$ cat src/verilog/eeprom_prog_pkg.sv
// Purpose: Shared constants and types of the serial config EEPROM port
// Assumes: 25 MHz system clock
// Notes:   Timing counts derive from printed times and the clock period
package eeprom_prog_pkg;

  // ------------------------------------------------------------
  // Clock and timing
  // ------------------------------------------------------------
  localparam int CLK_PERIOD_NS = 40;
  localparam int TWR_MS        = 20;                  // Write cycle time
  localparam int TWR_CYCLES    = TWR_MS * 1_000_000 / CLK_PERIOD_NS;
  localparam int TWR_W         = 20;

  // ------------------------------------------------------------
  // Array and framing
  // ------------------------------------------------------------
  localparam int ADDR_W                  = 15;
  localparam int PAGE_W                  = 6;
  localparam logic [3:0]        DEV_ID    = 4'hA;     // Fixed 1,0,1,0
  localparam logic [1:0]        DEV_FIX   = 2'h3;     // Fixed 1,1
  localparam logic [3:0]        BYTE_BITS = 4'h8;
  localparam logic [2:0]        LAST_BIT  = 3'h7;
  localparam logic [ADDR_W-1:0] POL_ADDR  = 15'h3FFF; // Polarity option
  localparam logic [7:0]        POL_HI    = 8'hFF;    // Active-high code
  localparam logic [ADDR_W-1:0] CFG_LAST  = 15'h7FFF; // Last config byte
  localparam logic              POL_RESET = 1'h0;     // Active low at reset

  // ------------------------------------------------------------
  // Types
  // ------------------------------------------------------------
  typedef enum logic [2:0] {
    ST_IDLE, ST_DEV, ST_AHI, ST_ALO, ST_WDAT, ST_RDAT, ST_RACK
  } state_e;

  typedef struct packed {
    logic scl;
    logic sda;
    logic ce_n;
    logic roe;
    logic spe_n;
    logic sel;
  } pins_s;

  typedef struct packed {
    logic [ADDR_W-1:0] addr;
    logic [7:0]        data;
  } wr_req_s;

endpackage : eeprom_prog_pkg

$ cat src/verilog/wr_fifo.sv
// Purpose: Small synchronous FIFO for array write requests
// Assumes: DEPTH is a power of two
// Notes:   Full and empty come from pointers with a wrap bit
`timescale 1ns/100ps
module wr_fifo #(
  parameter int W     = 23,
  parameter int DEPTH = 4
) (
  input  wire logic         clk_sys_in,
  input  wire logic         arst_n_in,
  input  wire logic         in_valid_in,
  output logic              in_ready_out,
  input  wire logic [W-1:0] in_data_in,
  output logic              out_valid_out,
  input  wire logic         out_ready_in,
  output logic [W-1:0]      out_data_out
);
  localparam int AW = $clog2(DEPTH);

  typedef struct packed {
    logic [DEPTH-1:0][W-1:0] mem;
    logic [AW:0]             wp;
    logic [AW:0]             rp;
  } fifo_s;

  fifo_s r_r;
  fifo_s r_nxt;
  logic  full;
  logic  empty;

  // Flags from pointer compare
  assign empty         = (r_r.wp == r_r.rp);
  assign full          = (r_r.wp[AW] != r_r.rp[AW]) &&
                         (r_r.wp[AW-1:0] == r_r.rp[AW-1:0]);
  assign in_ready_out  = !full;
  assign out_valid_out = !empty;
  assign out_data_out  = r_r.mem[r_r.rp[AW-1:0]];

  // Push and pop
  always_comb
  begin
    r_nxt = r_r;
    if (in_valid_in && !full)
    begin
      r_nxt.mem[r_r.wp[AW-1:0]] = in_data_in;
      r_nxt.wp = r_r.wp + 1'b1;
    end
    if (out_ready_in && !empty)
      r_nxt.rp = r_r.rp + 1'b1;
  end

  // State register
  always_ff @(posedge clk_sys_in or negedge arst_n_in)
  begin
    if (!arst_n_in)
      r_r <= '0;
    else
      r_r <= r_nxt;
  end

endmodule : wr_fifo

$ cat src/verilog/serial_config_eeprom_prog_port.sv
// Purpose: Two-wire programming port and config stream of a serial EEPROM
// Assumes: Array lives outside; read data valid one cycle after address
// Notes:   Link clock and all pins are sampled through two flip-flops
`timescale 1ns/100ps
module serial_config_eeprom_prog_port
  import eeprom_prog_pkg::*;
#(
  parameter logic [TWR_W-1:0]  TWR_CYC    = TWR_W'(TWR_CYCLES),
  parameter logic [ADDR_W-1:0] LAST_ADDR  = CFG_LAST,
  parameter int                FIFO_DEPTH = 4
) (
  input  wire logic                         clk_sys_in,
  input  wire logic                         arst_n_in,
  input  wire logic                         scl_in,
  input  wire logic                         sda_in,
  output logic                              sda_out,
  output logic                              sda_oe_out,
  input  wire logic                         ce_n_in,
  input  wire logic                         reset_oe_in,
  input  wire logic                         serial_program_enable_n_in,
  input  wire logic                         cascade_enable_in,
  output logic                              cascade_enable_out,
  output logic                              cascade_enable_oe_out,
  output logic [eeprom_prog_pkg::ADDR_W-1:0] mem_rd_addr_out,
  input  wire logic [7:0]                   mem_rd_data_in,
  output logic                              mem_wr_valid_out,
  input  wire logic                         mem_wr_ready_in,
  output eeprom_prog_pkg::wr_req_s          mem_wr_out,
  output logic                              write_busy_out,
  output logic                              reset_polarity_high_out
);
  import eeprom_prog_pkg::*;

  // ------------------------------------------------------------
  // State
  // ------------------------------------------------------------
  typedef struct packed {
    pins_s             s1;
    pins_s             s2;
    logic              scl_q;
    logic              sda_q;
    state_e            st;
    logic [3:0]        cnt;
    logic              ack;
    logic              ack_drv;
    logic              hack;
    logic [7:0]        sh;
    logic [7:0]        tx;
    logic [ADDR_W-1:0] addr;
    logic              wrote;
    logic [TWR_W-1:0]  wtimer;
    logic [ADDR_W-1:0] caddr;
    logic [2:0]        cbit;
    logic              done;
    logic              pol_hi;
    logic [ADDR_W-1:0] rdaddr;
    logic              sda_o;
    logic              sda_oe;
    logic              ceo_o;
    logic              ceo_oe;
  } state_s;

  state_s  r_r;
  state_s  r_nxt;
  pins_s   pins;
  logic    rise;
  logic    fall;
  logic    start;
  logic    stop;
  logic    prog;
  logic    rst_act;
  logic    ce_act;
  logic    push;
  logic    push_ready;
  logic    fifo_busy;
  logic    dev_ok;
  wr_req_s wreq;

  // ------------------------------------------------------------
  // Pin sampling and line events
  // ------------------------------------------------------------
  assign pins  = '{scl: scl_in, sda: sda_in, ce_n: ce_n_in,
                   roe: reset_oe_in, spe_n: serial_program_enable_n_in,
                   sel: cascade_enable_in};
  assign rise  = r_r.s2.scl && !r_r.scl_q;
  assign fall  = !r_r.s2.scl && r_r.scl_q;
  // Data edges count only while clock stays high
  assign start = r_r.scl_q && r_r.s2.scl && r_r.sda_q && !r_r.s2.sda;
  assign stop  = r_r.scl_q && r_r.s2.scl && !r_r.sda_q && r_r.s2.sda;
  assign prog  = !r_r.s2.spe_n;
  // Reset/OE meaning follows the stored polarity option
  assign rst_act = r_r.pol_hi ? r_r.s2.roe : !r_r.s2.roe;
  assign ce_act  = !r_r.s2.ce_n;
  // Device address match: fixed bits, select bit, no write in progress
  assign dev_ok  = (r_r.sh[7:4] == DEV_ID) && (r_r.sh[2:1] == DEV_FIX)
                   && (r_r.sh[3] == r_r.s2.sel)
                   && (r_r.wtimer == '0) && !fifo_busy;
  assign wreq    = '{addr: r_r.addr, data: r_r.sh};

  // ------------------------------------------------------------
  // Next state
  // ------------------------------------------------------------
  always_comb
  begin
    r_nxt = r_r;
    push  = 1'b0;
    r_nxt.s1    = pins;
    r_nxt.s2    = r_r.s1;
    r_nxt.scl_q = r_r.s2.scl;
    r_nxt.sda_q = r_r.s2.sda;
    // Internally timed write cycle
    if (r_r.wtimer != '0)
      r_nxt.wtimer = r_r.wtimer - 1'b1;

    // Two-wire protocol engine
    if (!prog)
    begin
      r_nxt.st  = ST_IDLE;
      r_nxt.ack = 1'b0;
    end
    else if (start)
    begin
      // Repeated start also lands here
      r_nxt.st  = ST_DEV;
      r_nxt.cnt = '0;
      r_nxt.ack = 1'b0;
    end
    else if (stop)
    begin
      r_nxt.st  = ST_IDLE;
      r_nxt.ack = 1'b0;
      if (r_r.wrote)
        r_nxt.wtimer = TWR_CYC;
      r_nxt.wrote = 1'b0;
    end
    else if (r_r.st != ST_IDLE && rise)
    begin
      if (r_r.st == ST_RACK)
        r_nxt.hack = !r_r.s2.sda;
      else if (!r_r.ack)
      begin
        r_nxt.cnt = r_r.cnt + 1'b1;
        if (r_r.st == ST_WDAT)
          r_nxt.sh = {r_r.s2.sda, r_r.sh[7:1]};
        else if (r_r.st != ST_RDAT)
          r_nxt.sh = {r_r.sh[6:0], r_r.s2.sda};
      end
    end
    else if (r_r.st != ST_IDLE && fall)
    begin
      if (r_r.ack)
      begin
        // Acknowledge slot over: release and move on
        r_nxt.ack = 1'b0;
        r_nxt.cnt = '0;
        if (!r_r.ack_drv)
          r_nxt.st = ST_IDLE;
        else
          unique case (r_r.st)
            ST_DEV:
            begin
              r_nxt.st = r_r.sh[0] ? ST_RDAT : ST_AHI;
              r_nxt.tx = mem_rd_data_in;
            end
            ST_AHI:  r_nxt.st = ST_ALO;
            ST_ALO:  r_nxt.st = ST_WDAT;
            default: r_nxt.st = r_r.st;
          endcase
      end
      else if (r_r.st == ST_RDAT)
      begin
        if (r_r.cnt == BYTE_BITS)
        begin
          r_nxt.st   = ST_RACK;
          r_nxt.addr = r_r.addr + 1'b1;
        end
        else
          r_nxt.tx = {1'b0, r_r.tx[7:1]};
      end
      else if (r_r.st == ST_RACK)
      begin
        r_nxt.cnt = '0;
        r_nxt.st  = r_r.hack ? ST_RDAT : ST_IDLE;
        r_nxt.tx  = mem_rd_data_in;
      end
      else if (r_r.cnt == BYTE_BITS)
      begin
        // Byte received: decide acknowledge
        r_nxt.ack     = 1'b1;
        r_nxt.ack_drv = 1'b1;
        unique case (r_r.st)
          ST_DEV:  r_nxt.ack_drv = dev_ok;
          ST_AHI:  r_nxt.addr[14:8] = r_r.sh[6:0];
          ST_ALO:  r_nxt.addr[7:0]  = r_r.sh;
          ST_WDAT:
          begin
            r_nxt.ack_drv = push_ready;
            if (push_ready)
            begin
              push        = 1'b1;
              r_nxt.wrote = 1'b1;
              r_nxt.addr[PAGE_W-1:0] = r_r.addr[PAGE_W-1:0] + 1'b1;
              if (r_r.addr == POL_ADDR)
                r_nxt.pol_hi = (r_r.sh == POL_HI);
            end
          end
          default: r_nxt.ack_drv = 1'b0;
        endcase
      end
    end

    // Configuration stream when not programming
    if (prog || rst_act)
    begin
      r_nxt.caddr = '0;
      r_nxt.cbit  = '0;
      r_nxt.done  = 1'b0;
    end
    else if (ce_act && !r_r.done && rise)
    begin
      if (r_r.caddr == LAST_ADDR && r_r.cbit == LAST_BIT)
        r_nxt.done = 1'b1;
      else
      begin
        r_nxt.cbit = r_r.cbit + 1'b1;
        if (r_r.cbit == LAST_BIT)
          r_nxt.caddr = r_r.caddr + 1'b1;
      end
    end

    // Pin drivers, registered
    r_nxt.rdaddr = prog ? r_nxt.addr : r_nxt.caddr;
    if (prog)
    begin
      r_nxt.sda_o  = 1'b0;
      r_nxt.sda_oe = (r_nxt.ack && r_nxt.ack_drv) ||
                     (r_nxt.st == ST_RDAT && !r_nxt.ack &&
                      !r_nxt.tx[0]);
      r_nxt.ceo_o  = 1'b0;
      r_nxt.ceo_oe = 1'b0;
    end
    else
    begin
      r_nxt.sda_o  = mem_rd_data_in[r_r.cbit];
      r_nxt.sda_oe = ce_act && !rst_act && !r_nxt.done;
      r_nxt.ceo_o  = !r_nxt.done;
      r_nxt.ceo_oe = 1'b1;
    end
  end

  // State register
  always_ff @(posedge clk_sys_in or negedge arst_n_in)
  begin
    if (!arst_n_in)
      r_r <= '0;
    else
      r_r <= r_nxt;
  end

  // ------------------------------------------------------------
  // Write request buffer toward the array
  // ------------------------------------------------------------
  wr_fifo #(
    .W     ($bits(wr_req_s)),
    .DEPTH (FIFO_DEPTH)
  ) u_wr_fifo (
    .clk_sys_in    (clk_sys_in),
    .arst_n_in     (arst_n_in),
    .in_valid_in   (push),
    .in_ready_out  (push_ready),
    .in_data_in    (wreq),
    .out_valid_out (fifo_busy),
    .out_ready_in  (mem_wr_ready_in),
    .out_data_out  (mem_wr_out)
  );

  // Outputs
  assign mem_wr_valid_out        = fifo_busy;
  assign sda_out                 = r_r.sda_o;
  assign sda_oe_out              = r_r.sda_oe;
  assign cascade_enable_out      = r_r.ceo_o;
  assign cascade_enable_oe_out   = r_r.ceo_oe;
  assign mem_rd_addr_out         = r_r.rdaddr;
  assign write_busy_out          = (r_r.wtimer != '0) || fifo_busy;
  assign reset_polarity_high_out = r_r.pol_hi;
endmodule : serial_config_eeprom_prog_port

$ cat config.mk
export PLATFORM = sky130hd
export DESIGN_NAME = serial_config_eeprom_prog_port
export DESIGN_NICKNAME = d
export VERILOG_FILES = /design/src/verilog/eeprom_prog_pkg.sv /design/src/verilog/wr_fifo.sv /design/src/verilog/serial_config_eeprom_prog_port.sv
export SDC_FILE = /design/constraint.sdc
export NUM_CORES = 1
export LEC_CHECK = 0
export BUFFER_PORTS_ARGS = -buffer_cell sky130_fd_sc_hd__buf_2
export CAP_MARGIN = 20
export CORE_ASPECT_RATIO = 1.75
export CORE_MARGIN = 1
export CORE_UTILIZATION = 40
export CTS_CLUSTER_SIZE = 14
export DETAILED_ROUTE_END_ITERATION = 6
export GPL_TIMING_DRIVEN = 0
export HOLD_SLACK_MARGIN = 0.02
export PLACE_DENSITY_LB_ADDON = 0.2
export SYNTH_ARGS = -nofsm -noshare
export SYNTH_HDL_FRONTEND = slang
export SYNTH_SLANG_ARGS = --single-unit
$ cat constraint.sdc
create_clock -name clk_sys_in -period 2.6 [get_ports clk_sys_in]
set_clock_uncertainty 0.2 [all_clocks]
set_input_delay 0.13 -clock clk_sys_in [delete_from_list [all_inputs] [get_ports clk_sys_in]]
set_output_delay 0.13 -clock clk_sys_in [all_outputs]
set_load 0.02 [all_outputs]
==> run_results.csv <==
group,metric,value,unit
status,outcome,"finished, violations left",
status,violations,"negative setup slack",
floorplan,core_area,26800,sq um
worst_setup_path,start_kind,"flip-flop",
sta,tightestPinTransition,0.711,ns
detailed_routing,firstDrtPassIters,4,
detailed_routing,ant_nets,0,
power,ir_worst_vdd,0.000482,V
clocking,cts_tree,"yes",
worst_setup_path,rr_worst_depth,8,
synth,syn_nets,1028,
clocking,cts_max_level,1,
placement,dp_hpwl,21000,microns
sta,layout_setup_ws,-0.0514,ns
detailed_routing,num_vias,8265,
synth,synth_top_area_share,48.5,%
sta,period_share,102,%
global_route,antenna_found_initial,0,
floorplan,die_x,127,microns
worst_setup_path,setup.worst_path.end_class,"output pin",
synth,yosys.area_share.adder,1.48,%
placement,gp_congestion,0.905,
detailed_routing,drt_iter0_drc,523,
hold_path,min_from,"reset_oe_in",
sta,fmax,377,MHz
cells_and_area,drive_above_1_share,24.0,%
sta,drv_slew,0,
floorplan,initial_core_util,41.0,%
synth,ys_types,77,
detailed_routing,viasPerCell,5.51,
synth,synth_edf_count,0,
hold_path,holdPathEnd,"r_nxt[105]",
global_route,grt_start_max_net_pins,95,
clocking,clk_latency,0.52,ns
run,max_cap_violations,0,
synth,synth_common_cells,"dfrtp_1 (213), mux2_1 (79), nor2_1 (78), nand2_1 (68), o21ai_0 (53)",
cells_and_area,finalCoreUtilization,49.4,%
hold_path,hold_depth,2,
worst_setup_path,reg2reg_from,"r_r[60]",
clocking,cts-root-buf,"clkbuf_16",
power,p_leak,0.00625,uW
power,p_total,6830,uW
synth,synth_area,11000,sq um
synth,ys_async_sr_fraction,100,%
worst_setup_path,worst-setup-path-type,"flip-flop to output pin",
synth,ys_dominant_reg_cell,"dfrtp_1",
detailed_routing,wl,29400,microns
worst_setup_path,r2r_end,"mem_rd_addr_out[10]",
synth,synth_top_cell_by_area,"dfrtp_1",
clocking,clk_path_buf_depth,3,
detailed_routing,detail_route.wl_per_cell,19.6,microns
hold_path,hold_path.class,"input port to flip-flop",
global_route,grt_overflow,0,
power,powerDensity,516,nW/um^2
cells_and_area,diodes,0,
floorplan,dieArea,28200,sq um
sta,holdWs,0.0504,ns
synth,synth_xor_area_share,2.95,%
worst_setup_path,worstPathMaxFanout,4,
clocking,cts_buffers,22,
sta,finalHoldViolCount,0,
synth,synth.ff_latch_count,213,
worst_setup_path,cp_data_required_time,2.27,ns
floorplan,die_y,221,microns
synth,synth_top_family_by_area,"multiplexers",
clocking,clk_pin_slew_worst_paths,0.06,ns
synth,synth_area_per_cell,11.0,sq um
worst_setup_path,ff2ff_setup_slack,0.07,ns
sta,min_period,2.65,ns
sta,setup_viol,1,
synth,ys_seq_area_share,48.5,%
global_route,grt_pass1_wl,47200,microns
placement,place_inst,1425,
placement,port_buffers,61,
clocking,clock-sinks,213,
synth,muxShareOfSynthArea,16.0,%
synth,netlist_instances,998,
worst_setup_path,critPathArrivalTime,2.32,ns
synth,synth-compound-area-share,11.4,%
detailed_routing,drc_errors,0,
global_route,grt_pass1_vias,8557,
cells_and_area,final_nets,1149,
synth,yosysWarningCount,0,
cells_and_area,synthToLayoutAreaGrowth,20.5,%
sta,max-slew-margin-rel,52.6,%
global_route,grt.total_usage,21.6,%
synth,ys_top_cells_by_area,"dfrtp_1 (49%), mux2_1 (8.1%), mux4_2 (5.1%), nor2_1 (2.7%), o21ai_0 (2.4%)",
synth,yosysMostFrequentCell,"dfrtp_1",
floorplan,fp-row-count,79,
floorplan,num_io_pins,62,
synth,synth-simple-area-share,14.9,%
sta,rsz0062_at_grt,"yes",
cells_and_area,fin_cells,1499,
## cell usage in the layout, fill, tap and decap left out, types with 12 or more instances in the layout
master / n
o22ai_1: 15
dlygate4sd3_1: 17
buf_2: 64
clkbuf_16: 23
nor2_1: 74
nand4_1: 12
mux2_1: 79
buf_6: 14
nand2_1: 67
inv_1: 19
clkbuf_1: 28
a21oi_1: 47
o21ai_0: 53
mux2i_1: 15
mux2_2: 14
xor2_1: 15
dfrtp_1: 210
mux4_2: 25
nor3_1: 16
nand3_1: 24
buf_4: 41
xnor2_1: 22
## registers in the layout (all words and copies together) (netlist names)
register,count
cascade_enable_oe_out,1
cascade_enable_out,1
mem_rd_addr_out,15
r_nxt,8
r_r,87
reset_polarity_high_out,1
sda_oe_out,1
sda_out,1
u_wr_fifo.r_r,98
## routing by layer
metal	share of wire, %	global-route usage (%)	wire (microns)	vias to the layer above
li1	-	-	-	3872
met1	37	23.9	11000	4097
met2	54	40.3	16000	218
met3	3.6	2.73	1070	78
met4	4.5	10.1	1330	0
met5	0	0	0	-
## timing repair
| action | in CTS | in global routing |
|---|---|---|
| pin swaps | 5 | 10 |
| endpoints found under the setup margin | 151 | 122 |
| buffers inserted | 9 | 13 |
| gates resized for setup | 52 | 48 |
| hold buffers | 18 | 0 |
| hold endpoints to repair | 231 | 0 |
## layout make-up
cell class                      instances  area [sq um]
Sequential cell                       213          5330
Fill cell                            2438         13600
Buffer                                 78           493
Multi-Input combinational cell        681          5380
Clock buffer                           29           638
Clock inverter                         11           115
Inverter                               20          75.1
Timing Repair Buffer                  103           743
Tap cell                              364           455
## cells by family after synthesis
| group | after synthesis |
|---|---|
| AOI/OAI and AO/OA | 197 |
| xor gates and xnor gates | 37 |
| adders and majority gates | 13 |
| buffers and inverters | 104 |
| DFF | 213 |
| muxes | 133 |
| and+or+nand+nor | 301 |
## power breakdown
part,total [uW],switching [uW],internal (uW)
combinational,199,131,68.3
clock,3290,1360,1930
sequential,3350,18.3,3330
## metrics by stage
step | setup WS (ns) | area, sq um | setup TNS, ns
finish | -0.0514 | 13200 | -0.0514
global route | -0.145 | 13200 | -0.159
CTS | -0.0803 | 13000 | -0.111
detailed placement | -0.341 | 11800 | -21.15
global placement | -2.58 | 11700 | -563.95
floorplan | 0.240 | 11000 | 0
## how the worst max path moves through the flow
stage	from	endpoint	slack, ns
after floorplan	r_r[94]	mem_rd_addr_out[10]	0.24
after global placement	arst_n_in	u_wr_fifo.r_r[93]	-2.58
after detailed placement	r_r[94]	reset_polarity_high_out	-0.34
after CTS	r_r[42]	write_busy_out	-0.08
after global routing	r_r[42]	write_busy_out	-0.15
final	r_r[42]	write_busy_out	-0.05
## worst max-delay path: stages, from the launching register on
cell,delay (ns)
dfrtp_1,0.40
or4_4,0.56
nor4_4,0.22
nand3_2,0.13
buf_6,0.14
or2_4,0.22
buf_6,0.13
No activity file was read; power rests on OpenSTA's default activity.
